[src/rtl/tbc_consts.vh]
`ifndef TBC_CONSTS_VH
`define TBC_CONSTS_VH

// ----------------------------------------------------------------
// Register offsets
// ----------------------------------------------------------------
`define TBC_ADDR_TSC 8'h40
`define TBC_ADDR_CNT_HI 8'h41
`define TBC_ADDR_CNT_LO 8'h42
`define TBC_ADDR_MOD_HI 8'h43
`define TBC_ADDR_MOD_LO 8'h44
`define TBC_ADDR_CH0_CTRL 8'h45
`define TBC_ADDR_CH0_HI 8'h46
`define TBC_ADDR_CH0_LO 8'h47
`define TBC_ADDR_CH1_CTRL 8'h48
`define TBC_ADDR_CH1_HI 8'h49
`define TBC_ADDR_CH1_LO 8'h4A
`define TBC_ADDR_CH2_CTRL 8'h32
`define TBC_ADDR_CH2_HI 8'h33
`define TBC_ADDR_CH2_LO 8'h34
`define TBC_ADDR_CH3_CTRL 8'h35
`define TBC_ADDR_CH3_HI 8'h36
`define TBC_ADDR_CH3_LO 8'h37

// ----------------------------------------------------------------
// Channel control fields
// ----------------------------------------------------------------
`define TBC_B_FLAG 7
`define TBC_B_IE 6
`define TBC_B_MSB 5
`define TBC_B_MSA 4
`define TBC_B_ELSB 3
`define TBC_B_ELSA 2
`define TBC_B_TOV 1
`define TBC_B_FULL 0
`define TBC_CTRL_WMASK 7'h7F
`define TBC_CH3_WMASK 7'h5F

// ----------------------------------------------------------------
// Timer status and control fields
// ----------------------------------------------------------------
`define TBC_B_TOF 7
`define TBC_B_TOIE 6
`define TBC_B_STOP 5
`define TBC_B_TRST 4
`define TBC_TSC_WMASK 7'h67

// ----------------------------------------------------------------
// Edge / level select codes
// ----------------------------------------------------------------
`define TBC_ELS_OFF 2'h0
`define TBC_ELS_RISE 2'h1
`define TBC_ELS_FALL 2'h2
`define TBC_ELS_BOTH 2'h3
`define TBC_ELS_TOGGLE 2'h1
`define TBC_ELS_CLEAR 2'h2
`define TBC_ELS_SET 2'h3

// ----------------------------------------------------------------
// Reset values
// ----------------------------------------------------------------
`define TBC_TSC_RST 8'h20
`define TBC_CTRL_RST 8'h00
`define TBC_CNT_RST 16'h0000
`define TBC_MOD_RST 16'hFFFF
`define TBC_VAL_RST 16'h0000

`endif

[src/rtl/tbc_chan.v]
`timescale 1ns/1ps
`include "tbc_consts.vh"
module tbc_chan (
  // Clock and reset
  input wire clk,
  input wire rst,
  // Counter
  input wire cnt_upd,
  input wire ovf,
  input wire [15:0] cnt,
  input wire [15:0] cmp_val,
  // Mode
  input wire mode_a,
  input wire mode_b,
  input wire [1:0] els,
  input wire tov,
  input wire full,
  input wire off,
  // Pin
  input wire pin_s,
  output reg pin_o,
  output wire drive,
  // Events
  output wire cap,
  output wire evt
);

  reg pin_prev_q;
  wire rise;
  wire fall;
  wire cap_mode;
  wire cmp_mode;
  wire edge_hit;
  wire match;

  assign rise = pin_s & ~pin_prev_q;
  assign fall = ~pin_s & pin_prev_q;
  assign cap_mode = ~mode_a & ~mode_b & (els != `TBC_ELS_OFF) & ~off;
  assign cmp_mode = (mode_a | mode_b) & ~off;
  // RULE_02
  assign edge_hit = ((els == `TBC_ELS_RISE) & rise) | ((els == `TBC_ELS_FALL) & fall) |
                    ((els == `TBC_ELS_BOTH) & (rise | fall));
  assign cap = cap_mode & edge_hit; // RULE_01
  // Only an exact hit on a fresh count fires, so a value already passed waits a period
  assign match = cmp_mode & cnt_upd & (cnt == cmp_val); // RULE_07
  assign evt = cap | match;
  assign drive = cmp_mode & (els != `TBC_ELS_OFF);

  always @(posedge clk or posedge rst)
  begin
    if (rst)
    begin
      pin_prev_q <= 1'b0;
    end
    else
    begin
      pin_prev_q <= pin_s;
    end
  end

  // ----------------------------------------------------------------
  // Pin action
  // ----------------------------------------------------------------
  always @(posedge clk or posedge rst)
  begin
    if (rst)
    begin
      pin_o <= 1'b0;
    end
    else if (drive)
    begin
      if (ovf & tov)
      begin
        // Full duty parks the pin at the pulse level so compares cannot end it
        if (full & (els == `TBC_ELS_CLEAR))
          pin_o <= 1'b1;
        else if (full & (els == `TBC_ELS_SET))
          pin_o <= 1'b0;
        else
          pin_o <= ~pin_o;
      end
      else if (match & ~full)
      begin
        case (els) // RULE_04
          `TBC_ELS_TOGGLE: pin_o <= ~pin_o;
          `TBC_ELS_CLEAR: pin_o <= 1'b0;
          `TBC_ELS_SET: pin_o <= 1'b1;
          default: pin_o <= pin_o;
        endcase
      end
    end
  end

endmodule

[src/rtl/tbc_sync.v]
`timescale 1ns/1ps
module tbc_sync #(
  parameter W = 4
) (
  // Clock and reset
  input wire clk,
  input wire rst,
  // Data
  input wire [W-1:0] d,
  output wire [W-1:0] q
);

  reg [W-1:0] meta_q;
  reg [W-1:0] sync_q;

  always @(posedge clk or posedge rst)
  begin
    if (rst)
    begin
      meta_q <= {W{1'b0}};
      sync_q <= {W{1'b0}};
    end
    else
    begin
      meta_q <= d;
      sync_q <= meta_q;
    end
  end

  assign q = sync_q;

endmodule

[src/rtl/tbc_top.v]
`timescale 1ns/1ps
`include "tbc_consts.vh"
// Function
// RULE_01: An active pin edge in capture mode copies the counter into the channel value.
// RULE_02: Software picks rising, falling or either edge per capture channel.
// RULE_03: A capture event requests an interrupt when the channel enable is set.
// RULE_04: On counter match a compare channel sets, clears or toggles its pin.
// RULE_05: A compare match requests an interrupt when the channel enable is set.
// RULE_06: Unbuffered compare uses the written value at once, no holding stage.
// RULE_07: Compare fires only on exact match; a passed value waits a period.
// RULE_08: Software lowers a value from the compare interrupt handler.
// RULE_09: Software raises a value from the overflow interrupt handler.
// RULE_10: Channel 0 buffer select links channels 0 and 1 onto pin 0.
// RULE_11: Pair 0/1 starts on channel 0, swaps to last written at overflow.
// RULE_12: While linked, channel 0 control runs the pair and pin 1 is released.
// RULE_13: Channel 2 buffer select links channels 2 and 3 onto pin 2.
// RULE_14: Pair 2/3 starts on channel 2, swaps to last written at overflow.
// RULE_15: While linked, channel 2 control runs the pair and pin 3 is released.
// RULE_16: Software writes only the inactive channel of a linked pair.
// RULE_17: Control layout: flag, irq enable, mode B, mode A, edge select, toggle, full.
// RULE_18: Channel 3 has no mode B bit; it reads as zero.
// RULE_19: A 16-bit counter, free or modulo, times all channels.
// RULE_20: Events set the flag; read then write zero clears it.
// RULE_21: Overflow occurs when the counter wraps from modulo to zero.
module tbc_top (
  // Clock and reset
  input wire clk,
  input wire rst,
  // Register port
  input wire [7:0] addr,
  input wire [7:0] wdata,
  input wire wr,
  input wire rd,
  output reg [7:0] rdata,
  // Counter clock enable
  input wire cnt_tick,
  // Channel pins
  input wire [3:0] ch_pin_in,
  output wire [3:0] ch_pin_out,
  output wire [3:0] ch_pin_oe_n,
  // Interrupt requests
  output wire [3:0] ch_irq,
  output wire ovf_irq
);

  localparam [31:0] CTRL_ADDRS = {`TBC_ADDR_CH3_CTRL, `TBC_ADDR_CH2_CTRL, `TBC_ADDR_CH1_CTRL, `TBC_ADDR_CH0_CTRL};
  localparam [31:0] HI_ADDRS = {`TBC_ADDR_CH3_HI, `TBC_ADDR_CH2_HI, `TBC_ADDR_CH1_HI, `TBC_ADDR_CH0_HI};
  localparam [31:0] LO_ADDRS = {`TBC_ADDR_CH3_LO, `TBC_ADDR_CH2_LO, `TBC_ADDR_CH1_LO, `TBC_ADDR_CH0_LO};

  // ----------------------------------------------------------------
  // Storage
  // ----------------------------------------------------------------
  reg [7:0] tsc_q;
  reg tof_armed_q;
  reg [15:0] cnt_q;
  reg [15:0] mod_q;
  reg cnt_upd_q;
  reg [7:0] ctrl_q [0:3];
  reg [15:0] val_q [0:3];
  reg [3:0] armed_q;
  reg [1:0] link_q;
  reg [1:0] sel_q;
  reg [1:0] last_q;

  wire [3:0] hc;
  wire [3:0] hh;
  wire [3:0] hl;
  wire [3:0] pin_s;
  wire [3:0] evt;
  wire [3:0] cap;
  wire [3:0] drive;
  wire [1:0] link;
  wire ovf;
  wire counting;
  wire hit_tsc;

  // ----------------------------------------------------------------
  // Pin synchroniser
  // ----------------------------------------------------------------
  tbc_sync #(
    .W(4)
  ) u_sync (
    .clk(clk),
    .rst(rst),
    .d(ch_pin_in),
    .q(pin_s)
  );

  // ----------------------------------------------------------------
  // Counter
  // ----------------------------------------------------------------
  assign hit_tsc = (addr == `TBC_ADDR_TSC);
  assign counting = cnt_tick & ~tsc_q[`TBC_B_STOP];
  assign ovf = counting & (cnt_q == mod_q); // RULE_21

  always @(posedge clk or posedge rst)
  begin
    if (rst)
    begin
      cnt_q <= `TBC_CNT_RST;
      cnt_upd_q <= 1'b0;
    end
    else
    begin
      cnt_upd_q <= counting;
      if (wr & hit_tsc & wdata[`TBC_B_TRST])
        cnt_q <= `TBC_CNT_RST;
      else if (ovf)
        cnt_q <= `TBC_CNT_RST;
      else if (counting)
        cnt_q <= cnt_q + 16'h0001; // RULE_19
    end
  end

  always @(posedge clk or posedge rst)
  begin
    if (rst)
    begin
      mod_q <= `TBC_MOD_RST;
    end
    else if (wr & (addr == `TBC_ADDR_MOD_HI))
    begin
      mod_q[15:8] <= wdata;
    end
    else if (wr & (addr == `TBC_ADDR_MOD_LO))
    begin
      mod_q[7:0] <= wdata;
    end
  end

  // ----------------------------------------------------------------
  // Timer status and control
  // ----------------------------------------------------------------
  always @(posedge clk or posedge rst)
  begin
    if (rst)
    begin
      tsc_q <= `TBC_TSC_RST;
      tof_armed_q <= 1'b0;
    end
    else
    begin
      if (wr & hit_tsc)
        tsc_q[6:0] <= wdata[6:0] & `TBC_TSC_WMASK;
      // Overflow in the clearing cycle keeps the flag set
      tsc_q[`TBC_B_TOF] <= ovf |
        (tsc_q[`TBC_B_TOF] & ~(wr & hit_tsc & tof_armed_q & ~wdata[`TBC_B_TOF]));
      if (wr & hit_tsc)
        tof_armed_q <= 1'b0;
      else if (rd & hit_tsc & tsc_q[`TBC_B_TOF])
        tof_armed_q <= 1'b1;
    end
  end

  assign ovf_irq = tsc_q[`TBC_B_TOF] & tsc_q[`TBC_B_TOIE]; // RULE_09

  // ----------------------------------------------------------------
  // Pair linking
  // ----------------------------------------------------------------
  assign link[0] = ctrl_q[0][`TBC_B_MSB]; // RULE_10
  assign link[1] = ctrl_q[2][`TBC_B_MSB]; // RULE_13

  always @(posedge clk or posedge rst)
  begin : pair_blk
    integer p;
    if (rst)
    begin
      link_q <= 2'h0;
      sel_q <= 2'h0;
      last_q <= 2'h0;
    end
    else
    begin
      link_q <= link;
      for (p = 0; p < 2; p = p + 1)
      begin
        if (~link[p] | ~link_q[p])
        begin
          // A fresh link always starts on the lead channel
          sel_q[p] <= 1'b0; // RULE_11 RULE_14
          last_q[p] <= 1'b0;
        end
        else
        begin
          if (wr & (hh[2*p+1] | hl[2*p+1]))
            last_q[p] <= 1'b1;
          else if (wr & (hh[2*p] | hl[2*p]))
            last_q[p] <= 1'b0;
          if (ovf)
            sel_q[p] <= last_q[p]; // RULE_11 RULE_14
        end
      end
    end
  end

  // ----------------------------------------------------------------
  // Channels
  // ----------------------------------------------------------------
  genvar i;
  generate
    for (i = 0; i < 4; i = i + 1)
    begin : g_ch
      wire [15:0] cmp_val;
      wire off;

      assign hc[i] = (addr == CTRL_ADDRS[8*i +: 8]);
      assign hh[i] = (addr == HI_ADDRS[8*i +: 8]);
      assign hl[i] = (addr == LO_ADDRS[8*i +: 8]);

      if (i % 2 == 0)
      begin : g_lead
        // Writes land straight in the compared value; no shadow stage
        assign cmp_val = (link[i/2] & sel_q[i/2]) ? val_q[i+1] : val_q[i]; // RULE_06
        assign off = 1'b0;
      end
      else
      begin : g_part
        assign cmp_val = val_q[i];
        assign off = link[i/2]; // RULE_12 RULE_15
      end

      tbc_chan u_chan (
        .clk(clk),
        .rst(rst),
        .cnt_upd(cnt_upd_q),
        .ovf(ovf),
        .cnt(cnt_q),
        .cmp_val(cmp_val),
        .mode_a(ctrl_q[i][`TBC_B_MSA]),
        .mode_b(ctrl_q[i][`TBC_B_MSB]),
        .els(ctrl_q[i][`TBC_B_ELSB:`TBC_B_ELSA]),
        .tov(ctrl_q[i][`TBC_B_TOV]),
        .full(ctrl_q[i][`TBC_B_FULL]),
        .off(off),
        .pin_s(pin_s[i]),
        .pin_o(ch_pin_out[i]),
        .drive(drive[i]),
        .cap(cap[i]),
        .evt(evt[i])
      );

      // Released pins stay undriven so port logic can take them over
      assign ch_pin_oe_n[i] = ~drive[i]; // RULE_12 RULE_15
      assign ch_irq[i] = ctrl_q[i][`TBC_B_FLAG] & ctrl_q[i][`TBC_B_IE]; // RULE_03 RULE_05 RULE_08

      always @(posedge clk or posedge rst)
      begin
        if (rst)
        begin
          ctrl_q[i] <= `TBC_CTRL_RST;
          armed_q[i] <= 1'b0;
        end
        else
        begin
          if (wr & hc[i])
          begin
            if (i == 3)
              ctrl_q[i][6:0] <= wdata[6:0] & `TBC_CH3_WMASK; // RULE_18
            else
              ctrl_q[i][6:0] <= wdata[6:0] & `TBC_CTRL_WMASK; // RULE_17
          end
          // Set wins over a clear in the same cycle
          ctrl_q[i][`TBC_B_FLAG] <= evt[i] |
            (ctrl_q[i][`TBC_B_FLAG] & ~(wr & hc[i] & armed_q[i] & ~wdata[`TBC_B_FLAG])); // RULE_20
          if (wr & hc[i])
            armed_q[i] <= 1'b0;
          else if (rd & hc[i] & ctrl_q[i][`TBC_B_FLAG])
            armed_q[i] <= 1'b1;
        end
      end

      always @(posedge clk or posedge rst)
      begin
        if (rst)
        begin
          val_q[i] <= `TBC_VAL_RST;
        end
        else if (cap[i])
        begin
          val_q[i] <= cnt_q; // RULE_01
        end
        else if (wr & hh[i])
        begin
          val_q[i][15:8] <= wdata; // RULE_06 RULE_16
        end
        else if (wr & hl[i])
        begin
          val_q[i][7:0] <= wdata; // RULE_06
        end
      end
    end
  endgenerate

  // ----------------------------------------------------------------
  // Read port
  // ----------------------------------------------------------------
  reg [7:0] rd_d;

  // Mux kept combinational so the clocked stage holds only non-blocking updates
  always @*
  begin : rd_mux
    integer k;
    rd_d = 8'h00;
    if (hit_tsc)
      rd_d = tsc_q & ~(8'h01 << `TBC_B_TRST);
    else if (addr == `TBC_ADDR_CNT_HI)
      rd_d = cnt_q[15:8];
    else if (addr == `TBC_ADDR_CNT_LO)
      rd_d = cnt_q[7:0];
    else if (addr == `TBC_ADDR_MOD_HI)
      rd_d = mod_q[15:8];
    else if (addr == `TBC_ADDR_MOD_LO)
      rd_d = mod_q[7:0];
    for (k = 0; k < 4; k = k + 1)
    begin
      if (hc[k])
        rd_d = ctrl_q[k];
      if (hh[k])
        rd_d = val_q[k][15:8];
      if (hl[k])
        rd_d = val_q[k][7:0];
    end
  end

  always @(posedge clk or posedge rst)
  begin
    if (rst)
      rdata <= 8'h00;
    else if (rd)
      rdata <= rd_d;
    else
      rdata <= 8'h00;
  end

endmodule
[config.mk]
export PLATFORM = sky130hd
export DESIGN_NAME = tbc_top
export DESIGN_NICKNAME = d
export VERILOG_FILES = /design/src/rtl/tbc_chan.v /design/src/rtl/tbc_sync.v /design/src/rtl/tbc_top.v
export VERILOG_INCLUDE_DIRS = /design/src /design/src/rtl
export SDC_FILE = /design/constraint.sdc
export NUM_CORES = 1
export LEC_CHECK = 0
export ABC_AREA = 1
export BUFFER_PORTS_ARGS = -buffer_cell sky130_fd_sc_hd__clkbuf_2
export CAP_MARGIN = 20
export CELL_PAD_IN_SITES_DETAIL_PLACEMENT = 0
export CELL_PAD_IN_SITES_GLOBAL_PLACEMENT = 2
export CORE_ASPECT_RATIO = 0.9
export CORE_UTILIZATION = 36
export CTS_BUF_LIST = sky130_fd_sc_hd__clkbuf_8
export CTS_CLUSTER_DIAMETER = 40
export DETAILED_ROUTE_END_ITERATION = 10
export PLACE_DENSITY_LB_ADDON = 0.3
export SLEW_MARGIN = 20
export SYNTH_ARGS = -nofsm -noshare
export SYNTH_HDL_FRONTEND = slang
export SYNTH_HIERARCHICAL = 1
export SYNTH_SLANG_ARGS = --single-unit
[constraint.sdc]
create_clock -name clk -period 5.9 [get_ports clk]
set_input_delay 1.18 -clock clk [delete_from_list [all_inputs] [get_ports clk]]
set_output_delay 1.18 -clock clk [all_outputs]
set_load 0.005 [all_outputs]
Word-level counts from Yosys, hierarchy flattened
Cells that the tools add are included.
- logic and storage cells: 384
- output and inout port bits: 21
- flip-flop bits (word level): 169
- reductions and logical operators: 39
- muxes and demuxes: 79
- bitwise operators: 184
- add/sub/neg operators: 1
- eq/ne operators: 38
- operators with widths (kind ; number):
    two-way mux 8 bit ; 30
    two-way mux 16 bit ; 9
    AND 1 bit ; 117
    == test 8 x 7 -> 1 bit (second input constant) ; 11
    == test 16 bit ; 5
    == test 8 x 6 -> 1 bit (second input constant) ; 6
    nonzero test 2 bit ; 23
    inverter 1 bit ; 37
    two-way mux 1 bit ; 36
    bitwise OR 1 bit ; 30
    adder 16 x 1 -> 16 bit (second input constant) ; 1
    == test 2 bit (second input constant) ; 8
    nonzero test 4 bit ; 4
    one-hot mux 1 bit (3 select lines) ; 4
    AND reduction 3 bit ; 4
    AND reduction 2 bit ; 5
    nonzero test 3 bit ; 3
    == test 2 x 1 -> 1 bit (second input constant) ; 4
    != test 2 x 1 -> 1 bit (second input constant) ; 4

Logic depth before layout (Yosys ltp)
- depth in word-level cells: 19
- depth in mapped cells: 16
- gate-level depth less buffers: 16

By module
Netlist, hierarchy kept.
- modules (own cells, without submodules) (module ; cells each ; area each (um2) ; seq. area each (um2) ; times used):
    tbc_top ; 1154 ; 8450.6 ; 3849.9 ; 1
    tbc_chan ; 106 ; 515.5 ; 50.0 ; 4
    tbc_sync ; 9 ; 203.9 ; 200.2 ; 1

Worst setup path before layout
No wires, ideal clock.
- path kind: input -> register
- start: input cnt_tick
- end: register g_ch[0].u_chan.pin_o
- data arrival time: 3.105 ns
- setup time: 0.065 ns
- stages: 11
- path slack: 2.730 ns
- data required time: 5.835 ns
- path through: inv_1 or2_2 nor4_1 nand4_1 nor4_1 nand2_1 nand2_1 o21ai_0 a31oi_1 nand3_1 nand2_1
- word-level cells in the longest chain between the ends: 5
- ends and longest elaborated chain (item ; RTL line ; text):
    from (decl) ; tbc_top.v:36 ; input wire cnt_tick,
    AND 1 bit (*) ; tbc_top.v:93 ; assign counting = cnt_tick & ~tsc_q[`TBC_B_STOP];
    AND 1 bit (*) ; tbc_top.v:94 ; assign ovf = counting & (cnt_q == mod_q);
    named net ovf ; tbc_top.v:73 ; wire ovf;
    AND 1 bit (*) ; tbc_chan.v:72 ; if (ovf & tov)
    nonzero test 4 bit (no source line) or nonzero test 2 bit (tied branches) ; - ;
    AND reduction 3 bit (no source line) ; - ;
    to (signal assigned) ; tbc_chan.v:80 ; pin_o <= ~pin_o;
    to (signal assigned) ; tbc_chan.v:85 ; `TBC_ELS_TOGGLE: pin_o <= ~pin_o;
    to (signal assigned) ; tbc_chan.v:88 ; default: pin_o <= pin_o;
    to (decl) ; tbc_chan.v:21 ; output reg pin_o,
The timed path passes the listed nets; every way through them passes the cells marked *.
A chain may end at the register's enable or synchronous reset.

Final worst setup path
- start: input addr[7]
- end: register cnt_q[14]
- word-level cells in the longest chain between the ends: 4
- ends and longest elaborated chain (item ; RTL line ; text):
    from (decl) ; tbc_top.v:30 ; input wire [7:0] addr,
    == test 8 x 7 -> 1 bit (no source line) (*) ; - ;
    AND 1 bit (*) (2 in series) ; tbc_top.v:106 ; if (wr & hit_tsc & wdata[`TBC_B_TRST])
    nonzero test 3 bit (no source line) or two-way mux 16 bit (tied branches) ; - ;
    to (signal assigned) ; tbc_top.v:107 ; cnt_q <= `TBC_CNT_RST;
    to (signal assigned) ; tbc_top.v:109 ; cnt_q <= `TBC_CNT_RST;
    to (signal assigned) ; tbc_top.v:111 ; cnt_q <= cnt_q + 16'h0001;
    to (decl) ; tbc_top.v:55 ; reg [15:0] cnt_q;
Mark *: on every way between the ends. The rest lies on a longest branch, timed or not.

==> flow_summary.ini <==
[yosys]
synthTopCellsByArea = dfrtp_1 (35%), nand2_1 (16%), inv_1 (8.5%)
synth_area_leader_cell = dfrtp_1
async_flop_share_pct = 100.0
synth-main-ff-cell = dfrtp_1
synth_top_area_share_pct = 35.49
ys_types = 44
ys_seq_area_share_pct = 39.66
ys_seq_elements = 169
yosysMostFrequentCell = nand2_1
netlist_area_um2 = 10720
synth_common_cells = nand2_1 (450), inv_1 (244), dfrtp_1 (152), nor2_1 (152), o21ai_0 (150)
synth_edf_count = 0
ys_warn_count = 6
syn_area_per_cell_um2 = 6.753
syn_inst = 1587

[clock_network]
clkLatencyLatePin_ps = 480
cts_setup_buffers = 0
cts_resized = 0
hold_buffers = 0
clk_pin_slew_ps = 100
htree_levels = 4
clock_tree.root_cell = clkbuf_8
tritoncts = done
cts.path.max_buffers = 2
cts_buffers = 17
cts.sinks = 169

[floorplan]
die_x_um = 183.9
initial_utilization_pct = 36.85
core_area_um2 = 29090
die-area_um2 = 30460
pin_count = 46
rows = 59
die_h_um = 165.7

[timing]
fin_crit_sh_pct = 50.96
tightest_slew_ps = 971.5
fmax_mhz = 332.6
slew_viol_final = 0
setup_tns_ps = 0
setup_viol = 0
hold_viol = 0
skew_ps = 21.50
slew-limit-headroom_pct = 35.24
fin_crit_ps = 3007
rsz0062_at_grt = false

[global_routing]
antenna_found_initial = 0
grt-ovfl-total = 0
grt_pass1_vias = 9666
grt_pass1_wl_um = 61650
grt_max_degree = 92
grt_usage_pct = 27.56

[critical_path]
worstPathMaxFanout = 24
cp-end-kind = register
setup.worst_path.start_class = primary input
crit_type = primary input to register
required_ps = 6260
crit_slowest_cell = nor2_4
slowest_delay_ps = 460
cpMostUsedCell = nand2_1
crit_chain = clkbuf_2 -> inv_1 -> nand2_1 -> nor2_4 -> nand3_2 -> nor2_2 -> nand2_1 -> nand2_2 -> nand4_1 -> nor2_1 -> nand2_1 -> o31ai_1 -> a21oi_1
critPathArrivalTime_ps = 3360

[outcome]
status = completed

[route]
drc_errors = 0
routed_wl_um = 40350
ant_nets = 0
vias = 10344
wl_per_cell_um = 19.96
drtIter0Drc = 1117
dr.pass1.iters = 6
vias_per_cell = 5.118

[job]
maxCapViolations = 0

[placement]
gp_congestion = 0.9231
dp_hpwl_um = 29820
placed_area_um2 = 11320
dp_cells = 1989
port_buffers = 45

[power_and_ir_drop]
ir_drop_mv = 0.1249
leakage_nw = 5.657
power_mw = 3.020
p_per_area_nw_per_um2 = 257.9

[cells_and_area]
n_antenna_cell = 0
finish.instance_area_um2 = 11710
drive_gt1_share_pct = 9.723
syn2layout_area_growth_pct = 9.258
stdcell_count = 2021
fin_nets = 1646

[hold_path]
hp-class = register to register
==> worst max-delay path: cells and delay by family <==
kind | cells | cell delay, ps
simple gates | 9 | 1700
buf+inv | 2 | 150
compound gates | 2 | 320
==> sequential cells by signal, summed over array words and instances, names as in the netlist, 4 cells and up <==
name / cells
rdata: 8
u_sync/q: 4
g_ch.u_chan/pin_prev_q: 4
cnt_q: 16
tsc_q: 6
g_ch.cmp_val: 32
ctrl_q: 31
mod_q: 16
val_q: 32
g_ch.u_chan/pin_o: 4
u_sync/meta_q: 4
armed_q: 4
==> placed cells by master (no fill, tap or decap), types with 5 or more instances in the layout <==
cell | netlist | routed
xnor2_1 | 18 | 18
o21ai_1 | 16 | 16
o22ai_1 | 7 | 7
nor2_1 | 152 | 152
nor2_2 | 19 | 19
mux2_2 | 6 | 6
nand2_1 | 450 | 450
a21oi_1 | 94 | 94
o21ai_0 | 150 | 150
inv_6 | 0 | 5
nand4_1 | 24 | 24
nand3_1 | 66 | 66
a22oi_1 | 28 | 28
or2_2 | 11 | 11
buf_4 | 0 | 9
dfrtp_1 | 152 | 152
dfstp_2 | 17 | 17
a31oi_1 | 5 | 5
clkbuf_8 | 0 | 17
inv_1 | 244 | 245
clkbuf_2 | 0 | 45
nor3_1 | 13 | 13
ha_1 | 9 | 9
==> where the power goes <==
part	internal [mW]	switching, mW
combinational	0.218	0.373
sequential	1.26	0.288
clock	0.379	0.501
==> worst paths after layout <==
path	cells after the start	end	from	slack (ps)
setup / recovery	13	cnt_q[14]	addr[7]	2890
hold / removal	0	u_sync/q[0]	u_sync/meta_q[0]	360
setup reg to reg	13	g_ch[0].u_chan/pin_o	ctrl_q[29]	2990
hold reg to reg	0	u_sync/q[0]	u_sync/meta_q[0]	360
max in group asynchronous	3	mod_q[0]	rst	3910
min in group asynchronous	2	g_ch[3].u_chan/pin_prev_q	rst	640
==> stage by stage <==
step                      util (%)  hold WS [ps]  setup slack, ps
after floorplan                  -         331.2            626.7
after global placement       38.91         332.4             2518
after detailed placement     38.91         338.9             2476
after CTS                    40.23         361.1             2995
after global routing         40.26         361.7             2653
final                        40.26         358.9             2893
==> cells by family after synthesis <==
kind of cell               Yosys count  synth area share [%]
AOI/OAI and AO/OA                  326                 16.73
xor gates and xnor gates            22                 1.798
adders and majority gates            9                 1.051
buffers and inverters              302                 10.75
DFF                                169                 39.66
muxes                                6                0.6304
other                                1               0.03499
and+or+nand+nor                    752                 29.34
==> metal layers <==
| layer | track usage [%] | share of wire (%) | vias up |
|---|---|---|---|
| met1 | 43.39 | 50 | 4860 |
| met3 | 3.980 | 7.3 | 41 |
| met5 | 0 | 0 | - |
| li1 | - | - | 5094 |
| met4 | 6.413 | 1.5 | 0 |
| met2 | 39.06 | 41 | 349 |
==> cell type report <==
class / instances / area, µm²
multi-input cells: 1119 / 5339
well taps: 396 / 495.5
fillers: 3206 / 17380
inverters: 251 / 947.2
clock buffers: 17 / 234.0
repair buffers: 54 / 292.8
clock inverters: 15 / 150.1
flip-flops and latches: 169 / 4250
No activity file was read; power rests on OpenSTA's default activity.
